==> src/pkg/dlb_pkg.sv <==
// Constants and types shared by the decorated load bit engine
package dlb_pkg;

    // ------------------------------------------------------------
    // Decoration decode
    // ------------------------------------------------------------
    localparam logic [1:0] DLB_SPACE_PERIPH = 2'h2;
    localparam logic [2:0] DLB_OP_SET_ONE = 3'h3;
    localparam logic DLB_OP_EXTRACT = 1'b1;
    localparam logic [31:0] DLB_SET_ONE_MASK = 32'hE00FFFFF;
    localparam logic [31:0] DLB_EXTRACT_MASK = 32'hE007FFFF;

    // ------------------------------------------------------------
    // Bus codes
    // ------------------------------------------------------------
    localparam logic [1:0] DLB_TRANS_IDLE = 2'h0;
    localparam logic [1:0] DLB_TRANS_NONSEQ = 2'h2;
    localparam logic [2:0] DLB_SIZE_BYTE = 3'h0;
    localparam logic [2:0] DLB_SIZE_HALF = 3'h1;
    localparam logic [2:0] DLB_SIZE_WORD = 3'h2;
    localparam logic [31:0] DLB_CONT_BYTE = 32'h000000FF;
    localparam logic [31:0] DLB_CONT_HALF = 32'h0000FFFF;
    localparam logic [31:0] DLB_CONT_WORD = 32'hFFFFFFFF;

    // ------------------------------------------------------------
    // Register map
    // ------------------------------------------------------------
    localparam logic [11:0] DLB_CTRL_OFS = 12'h000;
    localparam logic [11:0] DLB_STAT_OFS = 12'h004;
    localparam logic [11:0] DLB_SET_CNT_OFS = 12'h008;
    localparam logic [11:0] DLB_EXT_CNT_OFS = 12'h00C;
    localparam int DLB_CTRL_EN_BIT = 0;
    localparam logic DLB_CTRL_EN_RESET = 1'b1;
    localparam logic [31:0] DLB_CNT_RESET = 32'h00000000;

    // ------------------------------------------------------------
    // Sequencer states
    // ------------------------------------------------------------
    typedef enum logic [2:0] {
        DLB_PASS,
        DLB_SET_READ,
        DLB_SET_WRITE,
        DLB_EXT_READ,
        DLB_EXT_RETURN
    } dlb_state_e;

endpackage

==> src/pkg/dlb_field_if.sv <==
// Carrier between the sequencer and the field arithmetic unit
interface dlb_field_if;
    logic [2:0] size;
    logic [1:0] laneOfs;
    logic [4:0] pos;
    logic [3:0] widthM1;
    logic [31:0] rdata;
    logic [31:0] heldField;
    logic setBit;
    logic [31:0] setWord;
    logic [31:0] maskedField;
    logic [31:0] alignedField;

    modport core (
        output size, laneOfs, pos, widthM1, rdata, heldField,
        input setBit, setWord, maskedField, alignedField
    );
    modport unit (
        input size, laneOfs, pos, widthM1, rdata, heldField,
        output setBit, setWord, maskedField, alignedField
    );
endinterface

==> src/verilog/dlb_field_unit.sv <==
// Bit and field arithmetic for decorated loads
module dlb_field_unit
    import dlb_pkg::*;
(
    // Operands and results
    dlb_field_if.unit f
);

    logic [4:0] laneShift;
    logic [31:0] contMask;
    logic [31:0] lane;
    logic [31:0] fieldMask;

    always_comb begin
        laneShift = 5'h00;
        contMask = DLB_CONT_WORD;
        case (f.size)
            DLB_SIZE_BYTE: begin
                laneShift = {f.laneOfs, 3'b000};
                contMask = DLB_CONT_BYTE;
            end
            DLB_SIZE_HALF: begin
                laneShift = {f.laneOfs[1], 4'h0};
                contMask = DLB_CONT_HALF;
            end
            default: begin
                laneShift = 5'h00;
                contMask = DLB_CONT_WORD;
            end
        endcase
        // Container moved down from its byte lanes
        lane = (f.rdata >> laneShift) & contMask;
        fieldMask = ((32'h1 << ({2'b00, f.widthM1} + 6'h01)) - 32'h1)
            << f.pos;
        f.setBit = lane[f.pos];
        f.setWord = f.rdata
            | (32'h1 << ({1'b0, f.pos} + {1'b0, laneShift}));
        // Container mask cuts a field that runs past the top
        f.maskedField = lane & fieldMask;
        f.alignedField = f.heldField >> f.pos;
    end

endmodule

==> src/verilog/dlb_bridge.sv <==
// Decorated load bit engine between core master and peripheral slaves
//
// The implementer's own choices: the APB interface to the registers and the address map.
module dlb_bridge
    import dlb_pkg::*;
(
    // Clock and reset
    input wire logic clock,
    input wire logic srst,
    // Register bus
    input wire logic [11:0] paddr,
    input wire logic psel,
    input wire logic penable,
    input wire logic pwrite,
    input wire logic [31:0] pwdata,
    output logic [31:0] prdata,
    output logic pready,
    output logic pslverr,
    // Core facing bus
    input wire logic [31:0] mHaddr,
    input wire logic [1:0] mHtrans,
    input wire logic mHwrite,
    input wire logic [2:0] mHsize,
    input wire logic [31:0] mHwdata,
    output logic [31:0] mHrdata,
    output logic mHready,
    output logic mHresp,
    // Peripheral facing bus
    output logic [31:0] sHaddr,
    output logic [1:0] sHtrans,
    output logic sHwrite,
    output logic [2:0] sHsize,
    output logic [31:0] sHwdata,
    input wire logic [31:0] sHrdata,
    input wire logic sHready,
    input wire logic sHresp
);

    // ------------------------------------------------------------
    // Declarations
    // ------------------------------------------------------------
    dlb_state_e state_q;
    dlb_state_e state_d;
    logic enable_q;
    logic [31:0] setCnt_q;
    logic [31:0] extCnt_q;
    logic [31:0] prdata_q;
    logic pready_q;
    logic pslverr_q;
    logic [31:0] addr_q;
    logic [2:0] size_q;
    logic [4:0] pos_q;
    logic [3:0] widthM1_q;
    logic bit_q;
    logic [31:0] setWord_q;
    logic [31:0] field_q;
    logic passPhase;
    logic sizeOk;
    logic periph;
    logic decSet;
    logic decExt;
    logic [31:0] strippedAddr;
    logic [4:0] posDec;
    logic [3:0] widthDec;
    logic apbSetup;
    logic apbWrite;

    dlb_field_if fieldBus ();

    // ------------------------------------------------------------
    // Field arithmetic
    // ------------------------------------------------------------
    assign fieldBus.size = size_q;
    assign fieldBus.laneOfs = addr_q[1:0];
    assign fieldBus.pos = pos_q;
    assign fieldBus.widthM1 = widthM1_q;
    assign fieldBus.rdata = sHrdata;
    assign fieldBus.heldField = field_q;

    dlb_field_unit fieldUnit (
        .f (fieldBus)
    );

    // ------------------------------------------------------------
    // Decoration decode on the core address phase
    // ------------------------------------------------------------
    assign passPhase = (state_q == DLB_PASS)
        || (state_q == DLB_SET_WRITE) || (state_q == DLB_EXT_RETURN);
    assign sizeOk = (mHsize == DLB_SIZE_BYTE) || (mHsize == DLB_SIZE_HALF)
        || (mHsize == DLB_SIZE_WORD);
    assign periph = !mHaddr[31]
        && (mHaddr[30:29] == DLB_SPACE_PERIPH);
    assign decSet = enable_q && mHtrans[1] && !mHwrite && sizeOk
        && periph && (mHaddr[28:26] == DLB_OP_SET_ONE);
    assign decExt = enable_q && mHtrans[1] && !mHwrite && sizeOk
        && periph && (mHaddr[28] == DLB_OP_EXTRACT);

    always_comb begin
        posDec = 5'h00;
        widthDec = 4'h0;
        strippedAddr = mHaddr;
        if (decExt) begin
            strippedAddr = mHaddr & DLB_EXTRACT_MASK;
            case (mHsize)
                DLB_SIZE_BYTE: begin
                    posDec = {2'b00, mHaddr[25:23]};
                    widthDec = {1'b0, mHaddr[21:19]};
                end
                DLB_SIZE_HALF: begin
                    posDec = {1'b0, mHaddr[26:23]};
                    widthDec = mHaddr[22:19];
                end
                default: begin
                    posDec = mHaddr[27:23];
                    widthDec = mHaddr[22:19];
                end
            endcase
        end else if (decSet) begin
            strippedAddr = mHaddr & DLB_SET_ONE_MASK;
            case (mHsize)
                DLB_SIZE_BYTE: posDec = {2'b00, mHaddr[23:21]};
                DLB_SIZE_HALF: posDec = {1'b0, mHaddr[24:21]};
                default: posDec = mHaddr[25:21];
            endcase
        end
    end

    // ------------------------------------------------------------
    // Sequencer
    // ------------------------------------------------------------
    always_comb begin
        state_d = state_q;
        case (state_q)
            DLB_SET_READ: begin
                if (sHready) begin
                    state_d = DLB_SET_WRITE;
                end
            end
            DLB_EXT_READ: begin
                if (sHready) begin
                    state_d = DLB_EXT_RETURN;
                end
            end
            DLB_PASS, DLB_SET_WRITE, DLB_EXT_RETURN: begin
                if (sHready) begin
                    if (decSet) begin
                        state_d = DLB_SET_READ;
                    end else if (decExt) begin
                        state_d = DLB_EXT_READ;
                    end else begin
                        state_d = DLB_PASS;
                    end
                end
            end
            default: state_d = DLB_PASS;
        endcase
    end

    always_ff @(posedge clock) begin
        if (srst) begin
            state_q <= DLB_PASS;
        end else begin
            state_q <= state_d;
        end
    end

    // Capture stripped address and attributes in cycle x
    always_ff @(posedge clock) begin
        if (srst) begin
            addr_q <= 32'h00000000;
            size_q <= DLB_SIZE_WORD;
            pos_q <= 5'h00;
            widthM1_q <= 4'h0;
        end else if (passPhase && sHready && (decSet || decExt)) begin
            addr_q <= strippedAddr;
            size_q <= mHsize;
            pos_q <= posDec;
            widthM1_q <= widthDec;
        end
    end

    // Register read results in the first data phase
    always_ff @(posedge clock) begin
        if (srst) begin
            bit_q <= 1'b0;
            setWord_q <= 32'h00000000;
            field_q <= 32'h00000000;
        end else if (state_q == DLB_SET_READ && sHready) begin
            bit_q <= fieldBus.setBit;
            setWord_q <= fieldBus.setWord;
        end else if (state_q == DLB_EXT_READ && sHready) begin
            field_q <= fieldBus.maskedField;
        end
    end

    // ------------------------------------------------------------
    // Peripheral side address and data
    // ------------------------------------------------------------
    always_comb begin
        sHaddr = strippedAddr;
        sHtrans = mHtrans;
        sHwrite = mHwrite;
        sHsize = mHsize;
        case (state_q)
            DLB_SET_READ: begin
                sHaddr = addr_q;
                sHtrans = DLB_TRANS_NONSEQ;
                sHwrite = 1'b1;
                sHsize = size_q;
            end
            DLB_EXT_READ: begin
                sHaddr = addr_q;
                sHtrans = DLB_TRANS_IDLE;
                sHwrite = 1'b0;
                sHsize = size_q;
            end
            default: begin
                sHaddr = strippedAddr;
                sHtrans = mHtrans;
                sHwrite = mHwrite;
                sHsize = mHsize;
            end
        endcase
    end

    assign sHwdata = (state_q == DLB_SET_WRITE) ? setWord_q
        : mHwdata;

    // ------------------------------------------------------------
    // Core side answer
    // ------------------------------------------------------------
    always_comb begin
        case (state_q)
            DLB_SET_READ, DLB_EXT_READ: begin
                mHready = 1'b0;
                mHresp = 1'b0;
                mHrdata = sHrdata;
            end
            DLB_SET_WRITE: begin
                mHready = sHready;
                mHresp = sHresp;
                mHrdata = {31'h00000000, bit_q};
            end
            DLB_EXT_RETURN: begin
                mHready = sHready;
                mHresp = sHresp;
                mHrdata = fieldBus.alignedField;
            end
            default: begin
                mHready = sHready;
                mHresp = sHresp;
                mHrdata = sHrdata;
            end
        endcase
    end

    // ------------------------------------------------------------
    // Register bus slave
    // ------------------------------------------------------------
    assign apbSetup = psel && !penable && !pready_q;
    assign apbWrite = psel && penable && pready_q && pwrite;

    always_ff @(posedge clock) begin
        if (srst) begin
            pready_q <= 1'b0;
            pslverr_q <= 1'b0;
            prdata_q <= 32'h00000000;
        end else begin
            pready_q <= apbSetup;
            pslverr_q <= 1'b0;
            prdata_q <= 32'h00000000;
            if (apbSetup) begin
                case (paddr)
                    DLB_CTRL_OFS: prdata_q <= {31'h00000000, enable_q};
                    DLB_STAT_OFS: begin
                        prdata_q <= {31'h00000000, !passPhase};
                    end
                    DLB_SET_CNT_OFS: prdata_q <= setCnt_q;
                    DLB_EXT_CNT_OFS: prdata_q <= extCnt_q;
                    default: pslverr_q <= 1'b1;
                endcase
            end
        end
    end

    always_ff @(posedge clock) begin
        if (srst) begin
            enable_q <= DLB_CTRL_EN_RESET;
        end else if (apbWrite && paddr == DLB_CTRL_OFS) begin
            enable_q <= pwdata[DLB_CTRL_EN_BIT];
        end
    end

    // Accepted decorated loads, counted at cycle x
    always_ff @(posedge clock) begin
        if (srst) begin
            setCnt_q <= DLB_CNT_RESET;
            extCnt_q <= DLB_CNT_RESET;
        end else if (passPhase && sHready) begin
            if (decSet) begin
                setCnt_q <= setCnt_q + 32'h00000001;
            end else if (decExt) begin
                extCnt_q <= extCnt_q + 32'h00000001;
            end
        end
    end

    assign prdata = prdata_q;
    assign pready = pready_q;
    assign pslverr = pslverr_q;

endmodule

==> config.mk <==
export PLATFORM = sky130hd
export DESIGN_NAME = dlb_bridge
export DESIGN_NICKNAME = d
export VERILOG_FILES = /design/src/pkg/dlb_pkg.sv /design/src/pkg/dlb_field_if.sv /design/src/verilog/dlb_field_unit.sv /design/src/verilog/dlb_bridge.sv
export SDC_FILE = /design/constraint.sdc
export NUM_CORES = 1
export LEC_CHECK = 0
export BUFFER_PORTS_ARGS = -buffer_cell sky130_fd_sc_hd__buf_4
export CAP_MARGIN = 20
export CELL_PAD_IN_SITES_DETAIL_PLACEMENT = 1
export CELL_PAD_IN_SITES_GLOBAL_PLACEMENT = 2
export CORE_MARGIN = 2
export CORE_UTILIZATION = 32
export DETAILED_ROUTE_END_ITERATION = 12
export GPL_TIMING_DRIVEN = 1
export PLACE_DENSITY_LB_ADDON = 0.1
export REMOVE_ABC_BUFFERS = 1
export SLEW_MARGIN = 30
export SYNTH_ARGS = -nofsm -noshare
export SYNTH_HDL_FRONTEND = slang
export SYNTH_HIERARCHICAL = 1
export SYNTH_SLANG_ARGS = --single-unit
==> constraint.sdc <==
create_clock -name clock -period 3.6 [get_ports clock]
set_clock_uncertainty 0.1 [all_clocks]
set_input_delay 0.72 -clock clock [delete_from_list [all_inputs] [get_ports clock]]
set_output_delay 0.72 -clock clock [all_outputs]
set_load 0.01 [all_outputs]
==> flow_summary.yaml, run 1 <==
routing:
  drc: 0
  num_vias: 15400
  met2WireLength_mm: 26.4
  wl_met1_mm: 27.7
  ant_nets: 0
  drt-initial-drc-count: 1008
  wl_met3_mm: 4.41
  drt-total-wl_mm: 60.0
  wl_per_cell_um: 22.0
  viasPerCell: 5.63
  top_layer: "met4"
  dr.pass1.iters: 6
final_layout:
  stdcell_area_um2: 18100
  final_layout_size_suffix_gt1_share_pct: 25.1
  fillers: 5429
  multi_input_area_um2: 9360
  instances_no_fill: 2730
  nets: 2275
  regArea_um2: 4240
  final_cell_mix: "nand2_1 (410), buf_4 (349), dfxtp_1 (206)"
  syn2layout_area_growth_pct: 27.9
  layout_commonest_cell: "nand2_1"
logic_synthesis:
  async_reset_ff_share_pct: 0
  ys_ff_latch: 211
  ys_seq_area_share_pct: 29.9
  syn-instance-count: 1872
  avgSynthCellArea_um2: 7.56
  yosys_warnings: 6
  synth_ff_type: "dfxtp_1"
  synth-edff-count: 0
  syn_area_um2: 14100
  synthDistinctLibCells: 93
worst_setup_path:
  slowest_stage: "dfxtp_4"
  crit_cells: 9
  path_buf_inv: 3
  path_delay_family: "compound AO/OA/AOI/OAI gates"
  cp_data_required_time_ns: 2.78
  reg2reg_slack_ns: 0.22
  worstSetupStartpointType: "register"
  slowest_delay_ns: 0.45
  worst_path_most_repeated_cell: "buf_4"
  critPathCaptureType: "primary output"
  arrival_ns: 2.81
  critical_path.cell_chain: "buf_4 > mux2i_1 > nand2_1 > a32o_1 > a21oi_2 > mux2i_1 > buf_4 > a22o_1 > buf_4"
  path_max_fanout: 6
  path_class: "register to primary output"
  reg2regPathDepth: 12
hold_path:
  hold_path.class: "primary input to register"
  hold_depth: 2
sta:
  fin_crit_sh_pct: 101
  maxSlewViolCount: 0
  setup_violations: 1
  rsz0062_at_grt: "true"
  period_minus_slack_ns: 3.63
  final-hold-violation-count: 0
  slew_headroom_pct: 47.6
  setup_tns_ns: -0.0347
  worst_pin_slew_ns: 0.778
  max_freq_mhz: 275
  hold_slack_ns: 0.269
  layout_setup_ws_ns: -0.0347
cts:
  clk_pin_slew_ns: 0.06
  cts_sinks: 211
  cts_tree: "yes"
  cts_buffer_depth: 3
  insertion_delay_ns: 0.56
  numCtsBuffers: 27
  cts.htree.levels: 1
  root_buffer: "clkbuf_16"
power:
  power_density_nw_per_um2: 307
  combPwrFrac_pct: 9.6
  ir_drop_mv: 0.275
  power.internal_uw: 4160
  p_leak_uw: 0.00698
  seqPwrFrac_pct: 42.1
  swShare_pct: 25.1
  power.switching_uw: 1400
  p_clk_share_pct: 48.3
placement:
  dp.cells: 2669
  place_area_um2: 17000
  gp_congestion: 0.883
  dpl.hpwl_mm: 44.3
  pre_cts_slack_ns: 0.0516
  numPortBuffers: 259
global_routing:
  grt_use_total_pct: 25.5
  antenna_found_initial: 1
  gr-total-overflow: 0
  first_global_vias: 15700
  grt_max_degree: 123
  grt_pass1_wl_mm: 93.4
floorplan:
  initial_core_util_pct: 32.2
  core_um2: 43900
  dieArea_um2: 45900
  die_h_um: 214
  pin_count: 291
  rows: 77
  die-width_um: 214
run:
  cap_violations: 0
outcome:
  status: "complete, but fails checks"
  failed_checks: "negative setup slack"
synthesized netlist by cell type (all sizes together), types with 4 or more instances:
cell | count | area share [%]
ha | 4 | 0.35
nor4 | 25 | 1.2
a22oi | 7 | 0.37
o211ai | 7 | 0.37
a222oi | 8 | 0.57
and3 | 20 | 0.92
a21oi | 165 | 5.9
xnor2 | 25 | 1.5
a21o | 16 | 0.85
o22ai | 11 | 0.49
a32o | 4 | 0.28
nor2b | 14 | 0.62
and4 | 7 | 0.43
nand2b | 7 | 0.31
mux2i | 64 | 4.5
a211oi | 14 | 0.78
dfxtp | 211 | 30
nand3 | 47 | 1.7
inv | 21 | 0.56
o32ai | 6 | 0.37
a311oi | 4 | 0.29
nor4b | 7 | 0.48
a22o | 47 | 2.9
nor3b | 6 | 0.35
nand2 | 412 | 11
a31oi | 7 | 0.31
mux2 | 39 | 3.1
xor2 | 9 | 0.56
or3 | 27 | 1.2
o21bai | 16 | 0.85
and2 | 32 | 1.4
clkbuf | 103 | 2.7
o31ai | 7 | 0.37
a211o | 5 | 0.31
a221oi | 4 | 0.25
o21ai | 84 | 3.0
or2 | 4 | 0.18
nor3 | 40 | 1.4
nor2 | 150 | 4.0
mux4 | 36 | 5.7
or4 | 11 | 0.64
a32oi | 6 | 0.37
buf | 42 | 1.6
nand4 | 39 | 1.7
worst paths after layout:
check / startpoint / to
setup reg to reg: fieldBus.pos[0] / fieldBus.heldField[16]
hold reg to reg: setWord_q[13] / setWord_q[13]
hold / removal: penable / pready
setup / recovery: fieldBus.pos[1] / mHrdata[3]
power groups by stage:
stage	sequential, uW	combinational (uW)	clock [uW]
final	2340	534	2690
after global routing	2340	569	2870
after CTS	2340	534	2760
after detailed placement	2390	533	0
after global placement	2390	527	0
after floorplan	2390	171	0
registers in the layout (all words and copies together) (netlist names):
signal	cells
pready	1
fieldBus.widthM1	4
extCnt_q	32
fieldBus.size	3
fieldBus.heldField	32
bit_q	1
fieldBus.pos	5
addr_q	32
setCnt_q	32
enable_q	1
pslverr	1
state_q	3
setWord_q	32
prdata	32
worst register-to-register path, stage by stage, from the launching register on:
cell and delay (ns):
dfxtp_4 0.38, buf_4 0.16, buf_12 0.13, buf_4 0.18, buf_4 0.25, nor3_1 0.42, nand2_1 0.28, and2_1 0.24
mux4_2 0.49, a211o_1 0.32, a21oi_1 0.14, nand2_1 0.08, a21oi_1 0.14
routing by layer:
metal  up-vias  global-route usage (%)
met2       537                    40.6
met4         0                    6.27
li1       7259                       -
met3        93                    5.33
met5         -                       0
met1      7492                    35.0
layout make-up:
class / count / share of cell area [%]
antenna: 1 / 0.0138
clock buffer: 41 / 4.30
clock inverter: 8 / 0.505
inverter: 23 / 0.498
multi-input combinational: 1493 / 51.7
sequential: 211 / 23.4
tap: 592 / 4.09
timing repair buffer: 361 / 15.5
repair_timing:
action / in CTS / in global routing
hold buffers: 0 / 0
pin swaps: 2 / 2
cloned: 0 / 0
setup endpoints to repair: 17 / 25
gates resized for setup: 26 / 33
buffers inserted: 9 / 4
metrics by stage:
step / power (uW) / utilization [%]
after floorplan: 2560 / -
after global placement: 2920 / 38.6
after detailed placement: 2920 / 38.6
after CTS: 5630 / 40.9
after global routing: 5780 / 41.2
final: 5560 / 41.2
cells by family after synthesis:
group	synth area share [%]
adder cells (fa/ha/maj)	0.495
AND/OR/NAND/NOR	28.5
buffers and inverters	4.94
multiplexers	13.4
other	0.0265
flip-flops	29.9
XOR/XNOR	2.11
AO/OA/AOI/OAI	20.7
(Power assumes the default switching activity.)
==> inputs of run 2 (changes only) <==
- CORE_UTILIZATION: 32 -> 31
- SYNTH_HIERARCHICAL: 1 -> default
==> run 2 against run 1 <==
  * The run now ends clean
  * Maximum frequency up 3.9%
  * Count of clock-buffer cells in the layout shrank 6
  * Final area shrank 7.3%
  * Setup slack better by 0.14 ns
  * Total power is 0.77% lower
  * Critical path type is now primary input to primary output
==> flow_summary.yaml, run 2 <==
logic_synthesis:
  avgSynthCellArea_um2: 7.71
  synth_top_area_share_pct: 32.6
  synth-edff-count: 0
  async_reset_ff_share_pct: 0
  ys_seq_area_share_pct: 32.6
  syn-instance-count: 1681
  synth_commonest_cells: "nand2_1 (280), nor2_1 (233), dfxtp_1 (211), clkbuf_1 (104), a21oi_1 (80)"
  synthTopCellsByArea: "dfxtp_1 (33%), nand2_1 (8.1%), nor2_1 (6.7%)"
  syn_area_um2: 13000
  synthDistinctLibCells: 83
  synth_area_leader_cell: "dfxtp_1"
  synth_ff_type: "dfxtp_1"
  yosysMostFrequentCell: "nand2_1"
  ys_ff_latch: 211
  yosys_warnings: 0
final_layout:
  diodes: 0
  layout_commonest_cell: "buf_4"
  instances_no_fill: 2477
  syn2layout_area_growth_pct: 29.4
  final_cell_mix: "buf_4 (341), nand2_1 (280), nor2_1 (230)"
  final_core_util_pct: 40.9
  nets: 2084
  final_layout_size_suffix_gt1_share_pct: 25.7
power:
  p_leak_uw: 0.00661
  ir_drop_mv: 0.303
  power_density_nw_per_um2: 329
global_routing:
  grt_max_degree: 78
  gr-total-overflow: 0
  grt_use_total_pct: 23.9
  first_global_vias: 14100
  grt_pass1_wl_mm: 82.8
  antenna_found_initial: 0
cts:
  cts_tree: "yes"
  cts_buffer_depth: 3
  insertion_delay_ns: 0.57
  cts.htree.levels: 1
  cts_sinks: 211
  hold_buffers: 0
  numCtsBuffers: 26
  clk_pin_slew_ns: 0.05
  root_buffer: "clkbuf_16"
worst_setup_path:
  arrival_ns: 2.68
  reg2regPathDepth: 12
  path_max_fanout: 9
  worstSetupStartpointType: "primary input"
  critPathCaptureType: "primary output"
  reg2reg_slack_ns: 0.37
  reg2reg_to: "fieldBus.heldField[30]"
  r2r-start: "fieldBus.widthM1[3]"
  cp_data_required_time_ns: 2.78
  path_class: "primary input to primary output"
floorplan:
  die_h_um: 208
  rows: 74
  die-width_um: 208
  initial_core_util_pct: 31.6
  dieArea_um2: 43500
  pin_count: 291
  core_um2: 41000
placement:
  numPortBuffers: 259
  dpl.hpwl_mm: 39.5
  gp_congestion: 0.897
  pre_cts_slack_ns: -0.0282
  dp.cells: 2422
run:
  cap_violations: 0
sta:
  slew_headroom_pct: 39.8
  setup_violations: 0
  fin_crit_sh_pct: 97.2
  period_minus_slack_ns: 3.50
  max_freq_mhz: 286
  final-hold-violation-count: 0
  maxSlewViolCount: 0
  worst_pin_slew_ns: 0.894
  hold_slack_ns: 0.249
  layout_setup_ws_ns: 0.102
  setup_tns_ns: 0
  rsz0062_at_grt: "false"
routing:
  ant_nets: 0
  drt-total-wl_mm: 53.0
  viasPerCell: 5.50
  num_vias: 13600
  drc: 0
  drt-initial-drc-count: 674
  dr.pass1.iters: 5
  wl_per_cell_um: 21.4
hold_path:
  min-delay-start: "penable"
  hold_depth: 2
  hold_end: "pready"
  hold_path.class: "primary input to register"
outcome:
  status: "completed"
-- run 2: cell families (layout without fill, tap and decap cells) --
logic type	after synthesis	after routing	synth area share, %
simple gates	791	791	28.2
compound gates	357	357	19.0
flops	211	211	32.6
buf+inv	147	411	4.36
mux	110	110	11.3
xor+xnor	59	59	3.99
fa+ha+maj	5	5	0.541
other cells	1	1	0.0289
-- run 2: critical path, cell delays in order --
cell and delay [ns]:
buf_4 0.13, or4b_4 0.55, a2111o_4 0.57, nor3_2 0.23, nor3_2 0.14, a22o_1 0.20, buf_4 0.14
-- run 2: worst max-delay path by stage --
stage | from | end | slack [ns] | depth (start not counted)
2_1_floorplan | fieldBus.pos[0] | mHrdata[0] | -1.21 | 5
3_3_place_gp | mHaddr[29] | sHaddr[25] | -0.007 | 7
3_5_place_dp | mHaddr[29] | sHaddr[23] | -0.03 | 7
4_1_cts | state_q[0] | mHrdata[8] | 0.09 | 7
5_1_grt | fieldBus.pos[0] | mHrdata[13] | 0.01 | 7
6_report | mHaddr[29] | sHaddr[20] | 0.10 | 7
-- run 2: layer usage --
layer	track usage, %	up-vias	wire [um]
li1	-	6512	-
met1	30.4	6637	22800
met2	41.4	394	25500
met3	3.64	85	3000
met4	7.89	0	1720
met5	0	-	0
-- run 2: area by class of cell --
class / instances / area, um2
sequential: 211 / 4230
clock buffer: 35 / 704
multi-input combinational: 1323 / 8230
inverter: 16 / 61.3
timing repair buffer: 348 / 2710
fill: 4983 / 24200
clock inverter: 12 / 171
tap: 532 / 666
-- run 2: report_power, final --
group / total, uW / internal, uW / switching (uW)
combinational: 483 / 233 / 249
sequential: 2340 / 2340 / 1.87
clock: 2690 / 1600 / 1100
total: 5510 / 4170 / 1350
-- run 2: repair_timing --
item	4_1_cts	5_1_grt
endpoints found under the setup margin	35	5
setup buffers	6	2
gates resized for setup	7	1
-- run 2: stage by stage --
step	area [um2]	total power [uW]
floorplan	12500	2540
global placement	15800	2870
detailed placement	15800	2870
CTS	16700	5590
global route	16800	5710
finish	16800	5510
